**config.mk**
```make
export PLATFORM = sky130hd
export DESIGN_NAME = sfs_supervisor
export DESIGN_NICKNAME = d
export VERILOG_FILES = /design/src/sfs_pkg.sv /design/src/sfs_supervisor.sv /design/src/sfs_strap_decode.sv
export VERILOG_INCLUDE_DIRS = /design/src
export SDC_FILE = /design/constraint.sdc
export NUM_CORES = 2
export LEC_CHECK = 0
export BUFFER_PORTS_ARGS = -buffer_cell sky130_fd_sc_hd__clkbuf_2
export CELL_PAD_IN_SITES_DETAIL_PLACEMENT = 0
export CELL_PAD_IN_SITES_GLOBAL_PLACEMENT = 2
export CORE_MARGIN = 2
export CORE_UTILIZATION = 42
export DETAILED_ROUTE_END_ITERATION = 10
export PLACE_DENSITY_LB_ADDON = 0.2
export SLEW_MARGIN = 10
export SYNTH_ARGS = -nofsm -noshare
export SYNTH_HDL_FRONTEND = slang
export SYNTH_SLANG_ARGS = --single-unit
```
**constraint.sdc**
```tcl
create_clock -name CLK -period 64.1 [get_ports CLK]
set_clock_uncertainty 0.15 [all_clocks]
set_input_delay 6.41 -clock CLK [delete_from_list [all_inputs] [get_ports CLK]]
set_output_delay 6.41 -clock CLK [all_outputs]
set_load 0.03 [all_outputs]
```
**src/sfs_consts.svh**
```systemverilog
`ifndef SFS_CONSTS_SVH
`define SFS_CONSTS_SVH

// data widths
`define SFS_MV_W          16
`define SFS_RES_IDX_W     5
`define SFS_RETRY_W       3
`define SFS_PCT_W         7

// clock rate and timing figures in their own units
`define SFS_CLK_MHZ       32'hFA
`define SFS_US_PER_MS     32'h3E8
`define SFS_ON_DELAY_US   32'h5
`define SFS_RAMP_MS       32'h5
`define SFS_UV_DELAY_US   32'h64

// lockout threshold range and tri-level strap values, millivolts
`define SFS_THR_MIN_MV    16'h0B22
`define SFS_THR_MAX_MV    16'h3E80
`define SFS_THR_LOW_MV    16'h0BB8
`define SFS_THR_OPEN_MV   16'h1194
`define SFS_THR_HIGH_MV   16'h2A30

// overvoltage margin and retry encoding
`define SFS_OV_PCT_DEF    7'h0F
`define SFS_PCT_FULL      8'h64
`define SFS_RETRY_INF     3'h7

`endif

```
**src/sfs_pkg.sv**
```systemverilog
`default_nettype none
package sfs_pkg;
    typedef enum logic [2:0] {
        ST_OFF     = 3'h0,
        ST_DELAY   = 3'h1,
        ST_RAMP    = 3'h3,
        ST_RUN     = 3'h2,
        ST_TRIM    = 3'h6,
        ST_SHUT    = 3'h7,
        ST_CROWBAR = 3'h5,
        ST_LATCH   = 3'h4
    } sfs_state_t;
    typedef enum logic [1:0] {
        UV_RESP_RETRY    = 2'h0,
        UV_RESP_CONTINUE = 2'h1,
        UV_RESP_DELAYED  = 2'h2
    } sfs_uv_resp_t;
    typedef enum logic {
        OV_RESP_RETRY   = 1'h0,
        OV_RESP_CROWBAR = 1'h1
    } sfs_ov_resp_t;
    typedef enum logic [1:0] {
        STRAP_LOW  = 2'h0,
        STRAP_OPEN = 2'h1,
        STRAP_HIGH = 2'h2,
        STRAP_RES  = 2'h3
    } sfs_strap_t;
endpackage
`default_nettype wire

```
**src/sfs_supervisor.sv**
```systemverilog
// Contract
// - lockout threshold 2.85-16V, inhibit below it
// - open strap selects 4.5V threshold
// - tri-level strap: low 3V, high 10.8V
// - strap resistor lookup, 17.8k to 100k
// - host threshold in range replaces strapped one
// - delayed undervoltage response latches off until restart
// - undervoltage: continue, or shutdown with retries
// - default undervoltage: shutdown, auto re-enable
// - overvoltage above target plus 15 percent
// - overvoltage drops power-good first; code drops it on the same edge as the high-side driver
// - overvoltage shutdown with selectable retries
// - crowbar: high-side off, low-side on
// - default overvoltage: shutdown, auto re-enable
// - external clock allows only shutdown response
// - sample output before ramp for pre-bias
// - below target: ramp from pre-bias level
// - ramp time fixed whatever the start
// - above target: reference at pre-bias, drivers on
// - above target: power-good, then ramp down
// - pre-bias over limit: overvoltage fault, no start
`default_nettype none
`include "sfs_consts.svh"
module sfs_supervisor #(
    parameter int unsigned CNT_W          = 21,
    parameter int unsigned ON_DELAY_CYCLES = `SFS_ON_DELAY_US * `SFS_CLK_MHZ,
    parameter int unsigned RAMP_CYCLES    = `SFS_RAMP_MS * `SFS_US_PER_MS * `SFS_CLK_MHZ,
    parameter int unsigned UV_DELAY_CYCLES = `SFS_UV_DELAY_US * `SFS_CLK_MHZ
) (
    input  wire logic                       CLK,
    input  wire logic                       RESET_N,
    input  wire logic                       ENABLE,
    input  wire logic                       RESTART,
    input  wire sfs_pkg::sfs_strap_t        STRAP_LEVEL,
    input  wire logic [`SFS_RES_IDX_W-1:0]  STRAP_RES_IDX,
    input  wire logic [`SFS_MV_W-1:0]       HOST_THR_MV,
    input  wire logic                       HOST_THR_VALID,
    input  wire logic [`SFS_MV_W-1:0]       VIN_MV,
    input  wire logic [`SFS_MV_W-1:0]       VSENSE_MV,
    input  wire logic [`SFS_MV_W-1:0]       TARGET_MV,
    input  wire logic [`SFS_PCT_W-1:0]      OV_PCT,
    input  wire sfs_pkg::sfs_uv_resp_t      UV_RESP,
    input  wire logic [`SFS_RETRY_W-1:0]    UV_RETRIES,
    input  wire sfs_pkg::sfs_ov_resp_t      OV_RESP,
    input  wire logic [`SFS_RETRY_W-1:0]    OV_RETRIES,
    input  wire logic                       EXT_CLK_MODE,
    input  wire logic                       FLAG_CLR,
    output logic                            POWER_GOOD,
    output logic                            HS_EN,
    output logic                            LS_EN,
    output logic [`SFS_MV_W-1:0]            REF_MV,
    output logic [`SFS_MV_W-1:0]            LOCKOUT_THR_MV,
    output logic                            UV_FLAG,
    output logic                            OV_FLAG
);
    import sfs_pkg::*;

    localparam int unsigned PW = `SFS_MV_W + CNT_W;
    localparam logic [CNT_W-1:0] DLY_LAST  = CNT_W'(ON_DELAY_CYCLES - 1);
    localparam logic [CNT_W-1:0] RAMP_LAST = CNT_W'(RAMP_CYCLES - 1);
    localparam logic [CNT_W-1:0] UV_LAST   = CNT_W'(UV_DELAY_CYCLES - 1);

    sfs_state_t                 state_ff;
    sfs_state_t                 nxt_state;
    logic                       en_s1_ff;
    logic                       en_s2_ff;
    logic [CNT_W-1:0]           cnt_ff;
    logic [CNT_W-1:0]           nxt_cnt;
    logic [CNT_W-1:0]           uv_dly_ff;
    logic [`SFS_RETRY_W-1:0]    uv_tries_ff;
    logic [`SFS_RETRY_W-1:0]    ov_tries_ff;
    logic                       cause_ov_ff;
    logic [`SFS_MV_W-1:0]       pb_ff;
    logic                       above_ff;
    logic [`SFS_MV_W-1:0]       strap_thr;
    logic [`SFS_MV_W-1:0]       thr_eff;
    logic                       host_ok;
    logic                       uv;
    logic                       ov;
    logic [`SFS_PCT_W:0]        ov_pct_eff;
    logic                       active;
    logic                       counting;
    logic                       dly_done;
    logic                       ramp_done;
    logic                       uv_trip;
    logic                       uv_give_up;
    logic                       uv_retry_ok;
    logic                       ov_retry_ok;
    logic                       retry_ok;
    logic                       cause_clear;
    logic                       run_fault;
    logic                       sample_now;
    sfs_state_t                 ov_dest;
    logic [`SFS_MV_W-1:0]       nxt_pb;
    logic                       nxt_above;
    logic [`SFS_MV_W-1:0]       ramp_diff;
    logic [PW-1:0]              ramp_prod;
    logic [`SFS_MV_W-1:0]       ramp_frac;
    logic [`SFS_MV_W-1:0]       nxt_ref;
    logic                       nxt_pg;
    logic                       nxt_hs;
    logic                       nxt_ls;
    logic                       retry_step;

    // strap capture and table lookup
    sfs_strap_decode u_strap (
        .clk         (CLK),
        .reset_n     (RESET_N),
        .strap_pin   (STRAP_LEVEL),
        .res_idx_pin (STRAP_RES_IDX),
        .thr_mv      (strap_thr)
    );

    // enable pin synchroniser
    always_ff @(posedge CLK) begin
        if (!RESET_N) begin
            en_s1_ff <= 1'b0;
            en_s2_ff <= 1'b0;
        end else begin
            en_s1_ff <= ENABLE;
            en_s2_ff <= en_s1_ff;
        end
    end

    // threshold choice and fault comparators
    assign host_ok    = HOST_THR_VALID && (HOST_THR_MV >= `SFS_THR_MIN_MV)
                        && (HOST_THR_MV <= `SFS_THR_MAX_MV);
    assign thr_eff    = host_ok ? HOST_THR_MV : strap_thr;
    assign uv         = VIN_MV < thr_eff;
    assign ov_pct_eff = (OV_PCT == '0) ? {1'b0, `SFS_OV_PCT_DEF} : {1'b0, OV_PCT};
    assign ov = ({8'h00, VSENSE_MV} * {16'h0000, `SFS_PCT_FULL})
                > ({8'h00, TARGET_MV} * {16'h0000, `SFS_PCT_FULL + ov_pct_eff});

    // state qualifiers
    assign active     = (state_ff == ST_DELAY) || (state_ff == ST_RAMP)
                        || (state_ff == ST_TRIM) || (state_ff == ST_RUN);
    assign counting   = (state_ff == ST_DELAY) || (state_ff == ST_RAMP)
                        || (state_ff == ST_TRIM);
    assign dly_done   = (state_ff == ST_DELAY) && (cnt_ff == DLY_LAST);
    assign ramp_done  = cnt_ff == RAMP_LAST;
    assign uv_trip    = uv && (UV_RESP == UV_RESP_RETRY);
    assign uv_give_up = uv && (UV_RESP == UV_RESP_DELAYED) && (uv_dly_ff == UV_LAST);
    assign run_fault  = !en_s2_ff || ov || uv_trip || uv_give_up;
    assign sample_now = dly_done && en_s2_ff && !uv;

    // retry bookkeeping, all-ones means unlimited
    assign uv_retry_ok = (UV_RETRIES == `SFS_RETRY_INF) || (uv_tries_ff < UV_RETRIES);
    assign ov_retry_ok = (OV_RETRIES == `SFS_RETRY_INF) || (ov_tries_ff < OV_RETRIES);
    assign retry_ok    = cause_ov_ff ? ov_retry_ok : uv_retry_ok;
    assign cause_clear = cause_ov_ff ? !ov : !uv;
    assign retry_step  = ((state_ff == ST_SHUT) || (state_ff == ST_CROWBAR))
                         && (nxt_state == ST_DELAY);
    assign ov_dest = ((OV_RESP == OV_RESP_CROWBAR) && !EXT_CLK_MODE)
                     ? ST_CROWBAR : ST_SHUT;

    // sequencing state machine
    always_comb begin
        nxt_state = state_ff;
        case (state_ff)
            ST_OFF: begin
                if (en_s2_ff && !uv) nxt_state = ST_DELAY;
            end
            ST_DELAY: begin
                if (!en_s2_ff || uv) nxt_state = ST_OFF;
                else if (dly_done) nxt_state = ov ? ov_dest : ST_RAMP;
            end
            ST_RAMP, ST_TRIM, ST_RUN: begin
                if (!en_s2_ff) nxt_state = ST_OFF;
                else if (ov) nxt_state = ov_dest;
                else if (uv_trip) nxt_state = ST_SHUT;
                else if (uv_give_up) nxt_state = ST_LATCH;
                else if ((state_ff == ST_RAMP) && ramp_done)
                    nxt_state = above_ff ? ST_TRIM : ST_RUN;
                else if ((state_ff == ST_TRIM) && ramp_done) nxt_state = ST_RUN;
            end
            ST_SHUT, ST_CROWBAR: begin
                if (!en_s2_ff) nxt_state = ST_OFF;
                else if (cause_clear) nxt_state = retry_ok ? ST_DELAY : ST_LATCH;
            end
            ST_LATCH: begin
                if (!en_s2_ff || RESTART) nxt_state = ST_OFF;
            end
            default: nxt_state = ST_OFF;
        endcase
    end

    assign nxt_cnt = ((nxt_state != state_ff) || !counting) ? '0 : cnt_ff + 1'b1;

    // pre-bias sample taken as the turn-on delay expires
    assign nxt_pb    = sample_now ? VSENSE_MV : pb_ff;
    assign nxt_above = sample_now ? (VSENSE_MV > TARGET_MV) : above_ff;

    // reference interpolation scaled so every ramp takes the same time
    assign ramp_diff = nxt_above ? nxt_pb - TARGET_MV : TARGET_MV - nxt_pb;
    assign ramp_prod = {{CNT_W{1'b0}}, ramp_diff} * {{`SFS_MV_W{1'b0}}, nxt_cnt};
    assign ramp_frac = `SFS_MV_W'(ramp_prod / PW'(RAMP_CYCLES));
    assign nxt_ref = (nxt_state == ST_RAMP) ? (nxt_above ? nxt_pb
                                                         : nxt_pb + ramp_frac) :
                     (nxt_state == ST_TRIM) ? nxt_pb - ramp_frac :
                     (nxt_state == ST_RUN)  ? TARGET_MV : '0;

    // driver and power-good decode, overvoltage pulls power-good at once
    assign nxt_hs = (nxt_state == ST_RAMP) || (nxt_state == ST_TRIM) || (nxt_state == ST_RUN);
    assign nxt_ls = nxt_hs || (nxt_state == ST_CROWBAR);
    assign nxt_pg = ((nxt_state == ST_RUN) || (nxt_state == ST_TRIM)) && !ov;

    // state, counters and captured values
    always_ff @(posedge CLK) begin
        if (!RESET_N) begin
            state_ff <= ST_OFF;
            cnt_ff   <= '0;
            pb_ff    <= '0;
            above_ff <= 1'b0;
        end else begin
            state_ff <= nxt_state;
            cnt_ff   <= nxt_cnt;
            pb_ff    <= nxt_pb;
            above_ff <= nxt_above;
        end
    end

    // undervoltage persistence timer for the delayed response
    always_ff @(posedge CLK) begin
        if (!RESET_N) begin
            uv_dly_ff <= '0;
        end else if (active && uv && (UV_RESP == UV_RESP_DELAYED) && !uv_give_up) begin
            uv_dly_ff <= uv_dly_ff + 1'b1;
        end else begin
            uv_dly_ff <= '0;
        end
    end

    // retry counters per fault type, cleared while in ST_OFF
    always_ff @(posedge CLK) begin
        if (!RESET_N || (state_ff == ST_OFF)) begin
            uv_tries_ff <= '0;
            ov_tries_ff <= '0;
            cause_ov_ff <= 1'b0;
        end else begin
            if (retry_step && !cause_ov_ff) uv_tries_ff <= uv_tries_ff + 1'b1;
            if (retry_step && cause_ov_ff) ov_tries_ff <= ov_tries_ff + 1'b1;
            if (active && ((nxt_state == ST_SHUT) || (nxt_state == ST_CROWBAR)))
                cause_ov_ff <= ov;
        end
    end

    // registered outputs; a new fault event beats a clear
    always_ff @(posedge CLK) begin
        if (!RESET_N) begin
            POWER_GOOD     <= 1'b0;
            HS_EN          <= 1'b0;
            LS_EN          <= 1'b0;
            REF_MV         <= '0;
            LOCKOUT_THR_MV <= `SFS_THR_OPEN_MV;
            UV_FLAG        <= 1'b0;
            OV_FLAG        <= 1'b0;
        end else begin
            POWER_GOOD     <= nxt_pg;
            HS_EN          <= nxt_hs;
            LS_EN          <= nxt_ls;
            REF_MV         <= nxt_ref;
            LOCKOUT_THR_MV <= thr_eff;
            UV_FLAG        <= (active && uv) || (UV_FLAG && !FLAG_CLR);
            OV_FLAG        <= (active && ov) || (OV_FLAG && !FLAG_CLR);
        end
    end
endmodule
`default_nettype wire

```
**src/sfs_strap_decode.sv**
```systemverilog
`default_nettype none
`include "sfs_consts.svh"
module sfs_strap_decode (
    input  wire logic                       clk,
    input  wire logic                       reset_n,
    input  wire sfs_pkg::sfs_strap_t        strap_pin,
    input  wire logic [`SFS_RES_IDX_W-1:0]  res_idx_pin,
    output logic [`SFS_MV_W-1:0]            thr_mv
);
    import sfs_pkg::*;

    sfs_strap_t                 strap_s1_ff;
    sfs_strap_t                 strap_s2_ff;
    logic [`SFS_RES_IDX_W-1:0]  idx_s1_ff;
    logic [`SFS_RES_IDX_W-1:0]  idx_s2_ff;
    logic [`SFS_MV_W-1:0]       res_mv;
    logic [`SFS_MV_W-1:0]       nxt_thr_mv;

    // two-stage synchroniser for the strap measurement
    always_ff @(posedge clk) begin
        if (!reset_n) begin
            strap_s1_ff <= STRAP_OPEN;
            strap_s2_ff <= STRAP_OPEN;
            idx_s1_ff   <= '0;
            idx_s2_ff   <= '0;
        end else begin
            strap_s1_ff <= strap_pin;
            strap_s2_ff <= strap_s1_ff;
            idx_s1_ff   <= res_idx_pin;
            idx_s2_ff   <= idx_s1_ff;
        end
    end

    // resistor lookup, 17.8k at index 0 up to 100k at index 18
    always_comb begin
        case (idx_s2_ff)
            5'h00:   res_mv = 16'h0B22;
            5'h01:   res_mv = 16'h0C44;
            5'h02:   res_mv = 16'h0D70;
            5'h03:   res_mv = 16'h0ECE;
            5'h04:   res_mv = 16'h1054;
            5'h05:   res_mv = 16'h11EE;
            5'h06:   res_mv = 16'h13C4;
            5'h07:   res_mv = 16'h15C2;
            5'h08:   res_mv = 16'h17F2;
            5'h09:   res_mv = 16'h1A5E;
            5'h0A:   res_mv = 16'h1CFC;
            5'h0B:   res_mv = 16'h1FF4;
            5'h0C:   res_mv = 16'h231E;
            5'h0D:   res_mv = 16'h26AC;
            5'h0E:   res_mv = 16'h2A94;
            5'h0F:   res_mv = 16'h2EE0;
            5'h10:   res_mv = 16'h3390;
            5'h11:   res_mv = 16'h38CC;
            5'h12:   res_mv = 16'h3E80;
            default: res_mv = `SFS_THR_OPEN_MV;
        endcase
    end

    // tri-level selection, open falls back to the default
    assign nxt_thr_mv = (strap_s2_ff == STRAP_LOW)  ? `SFS_THR_LOW_MV :
                        (strap_s2_ff == STRAP_HIGH) ? `SFS_THR_HIGH_MV :
                        (strap_s2_ff == STRAP_RES)  ? res_mv :
                                                      `SFS_THR_OPEN_MV;

    always_ff @(posedge clk) begin
        if (!reset_n) begin
            thr_mv <= `SFS_THR_OPEN_MV;
        end else begin
            thr_mv <= nxt_thr_mv;
        end
    end
endmodule
`default_nettype wire

```
==> flow_summary.yaml <==
clock_tree:
  cts.hold.buffers_added: 0
  clk_path_buf_depth: 2
  post_cts_resized: 0
  clock-sinks: 143
  insertion_delay_ps: 480
  post_cts_buffers: 0
  htreeDepth: 4
  cts_buffers: 17
  cts-root-buf: "clkbuf_16"
  tritoncts: "built"
  clkSlewWorstSetupHoldPaths_ps: 80
critical_path:
  startpoint_type: "primary input"
  cp_max_fo: 42
  crit_type: "primary input to flop"
  cp_common_cell: "a21oi_1"
  crit_path_end_kind: "flop"
  crit_slowest_cell: "o31ai_2"
  slowest_delay_ps: 940
  required_ps: 64370
  worstPathArrival_ps: 54140
floorplan:
  die_h_um: 314.1
  placementRows: 113
  fp.dieArea_um2: 98630
  die_x_um: 314.1
  core_region_area_um2: 95150
  initial_core_util_pct: 42.43
  io_pins: 131
yosys:
  yosysUniqueCellTypes: 157
  yosys_warnings: 0
  synth_seq_area_share_pct: 7.090
  synth_edf_count: 0
  syn_inst: 5291
  synth_adder_area_share_pct: 28.67
  synth_top_family_by_area: "adder cells"
  synth-xor-area-share_pct: 8.389
  synthMuxAreaShare_pct: 2.919
  synth_compound_area_share_pct: 22.16
  synthFlopType: "dfxtp_1"
  async_flop_share_pct: 0
  synth-simple-area-share_pct: 22.62
  synth-seq-cells: 143
  synth_area_um2: 40370
  avgSynthCellArea_um2: 7.631
timing:
  period_share_pct: 84.05
  rsz0062_at_grt: "false"
  setup_violations: 0
  final.setup.tns_ps: 0
  hold_slack_ps: 276.3
  report.final.slew_viol_count: 0
  slew_headroom_pct: 18.56
  period_minus_slack_ps: 53880
  tightest_slew_ps: 1216
  report.final.hold_viol_count: 0
  fmax_ghz: 0.01856
detailed_routing:
  drt_first_pass_iters: 6
  drc: 0
  postRouteAntennaNets: 0
  wl_per_cell_um: 20.01
  num_vias: 37990
  via_per_inst: 5.769
  drt-total-wl_mm: 131.8
  first_iter_violations: 2761
global_routing:
  grt_start_max_net_pins: 53
  grt_first_pass_wirelength_mm: 211.9
  gr-usage-all-layers_pct: 26.75
  grt-ovfl-total: 0
  antenna_found_initial: 2
  grt_pass1_vias: 37390
cells_and_area:
  final.fill_count: 9928
  final_common_cell: "nand2_1"
  final_cells: 6585
  nets: 6101
  final_cell_mix: "nand2_1, inv_1, nor2_1, fa_1, ha_1"
  n_antenna_cell: 0
  drive_gt1_share_pct: 9.023
  area_growth_pct: 5.903
power:
  p_total_uw: 496.0
  p_int_uw: 281.2
  share_seq_of_total_power_pct: 18.5
  p_per_area_nw_per_um2: 11.60
  total_leakage_power_uw: 0.01878
  ir_drop_mv: 0.02066
  power_frac_clock_pct: 23.3
  swShare_pct: 43.30
  power_frac_comb_pct: 58.2
  p_sw_uw: 214.8
job:
  drv_cap: 0
worst_hold_path:
  min_path_type: "flop to flop"
placement:
  post-place-cells: 6553
  io_buffers: 130
  gp_congestion: 0.8947
  dpl.hpwl_mm: 109.1
run_status:
  outcome: "finished clean"
[Yosys cell counts, types with 31 or more instances]
library cell	count	share of area (%)
o21ai_1	31	0.38
ha_1	337	10
mux2i_1	90	2.2
nand2_1	584	5.4
nor3_1	147	1.8
nand2b_1	43	0.67
o21ai_0	205	2.5
xnor2_1	245	5.3
a21oi_1	327	4.1
fa_1	363	18
xor2_1	107	2.3
a211oi_1	54	1.0
dfxtp_1	143	7.1
nor2_1	546	5.1
a31oi_1	53	0.82
a21o_1	78	1.5
o21bai_1	47	0.87
nor4_1	38	0.59
buf_4	38	0.71
and3_1	54	0.84
nand4_1	63	0.98
or2_2	35	0.54
and2_1	90	1.4
or3_1	36	0.56
o211ai_1	41	0.76
nand3_1	131	1.6
clkbuf_1	123	1.1
inv_1	561	5.2
[power by group through the flow]
stage / logic [uW] / registers, uW / clock network [uW]
floorplan: 225 / 93.8 / 0
global placement: 289 / 93.8 / 0
detailed placement: 291 / 93.8 / 0
CTS: 293 / 91.7 / 118
global route: 334 / 91.9 / 122
finish: 289 / 91.8 / 115
[worst paths after layout]
check | endpoint | slack, ps | cells past startpoint | start
worst max-delay path | REF_MV[15]$_SDFF_PN0_ | 10220 | 171 | OV_PCT[5]
worst min-delay path | u_strap.thr_mv[4]$_SDFF_PP1_ | 280 | 1 | u_strap.res_mv[4]$_DFF_P_
worst max register to register | REF_MV[15]$_SDFF_PN0_ | 20300 | 149 | u_strap.thr_mv[9]$_SDFF_PN0_
worst min register to register | u_strap.thr_mv[4]$_SDFF_PP1_ | 280 | 1 | u_strap.res_mv[4]$_DFF_P_
[worst max-delay path: cells and delay by family]
| family | cells | cell delay [ps] |
|---|---|---|
| buffers and inverters | 21 | 3480 |
| xor gates and xnor gates | 8 | 2890 |
| AOI/OAI and AO/OA | 80 | 22290 |
| adders and majority gates | 14 | 6380 |
| and+or+nand+nor | 45 | 11100 |
| muxes | 3 | 1430 |
[stage by stage]
stage	setup WS (ps)	util, %	cell area, um2
after floorplan	21040	-	40380
after global placement	11460	44.27	42120
after detailed placement	10310	44.27	42120
after CTS	10700	44.94	42760
after global routing	5896	44.94	42760
final	10220	44.94	42760
[sequential cells by signal (all words and copies together), names as in the netlist, 5 cells and up]
register           flops
LOCKOUT_THR_MV        16
REF_MV                16
cnt_ff                21
pb_ff                 16
u_strap.idx_s1_ff      5
u_strap.res_mv        13
u_strap.thr_mv        13
uv_dly_ff             21
[cells by family (layout without fill, tap and decap cells)]
family,after synthesis,after routing
and+or+nand+nor,1916,1916
AOI/OAI and AO/OA,1253,1253
buffers and inverters,786,813
adders and majority gates,709,709
xor gates and xnor gates,370,370
DFF,143,143
muxes,112,112
other,2,4
[cell type report]
| class | count | area [um2] | area share (%) |
|---|---|---|---|
| multi-input combinational | 4364 | 34280 | 80.18 |
| sequential | 143 | 2863 | 6.695 |
| inverter | 576 | 2177 | 5.092 |
| tap | 1265 | 1583 | 3.702 |
| timing repair buffer | 205 | 1214 | 2.838 |
| clock buffer | 19 | 442.9 | 1.036 |
| clock inverter | 13 | 195.2 | 0.4565 |
[routing by layer]
metal	vias to the layer above	wire (um)	GRT usage (%)
met1	18580	62270	37.56
met3	118	5278	2.207
met2	888	61330	44.49
li1	18400	-	-
met5	-	13	0
met4	2	2883	6.198
Note: power is estimated with default switching activity, not from simulation.
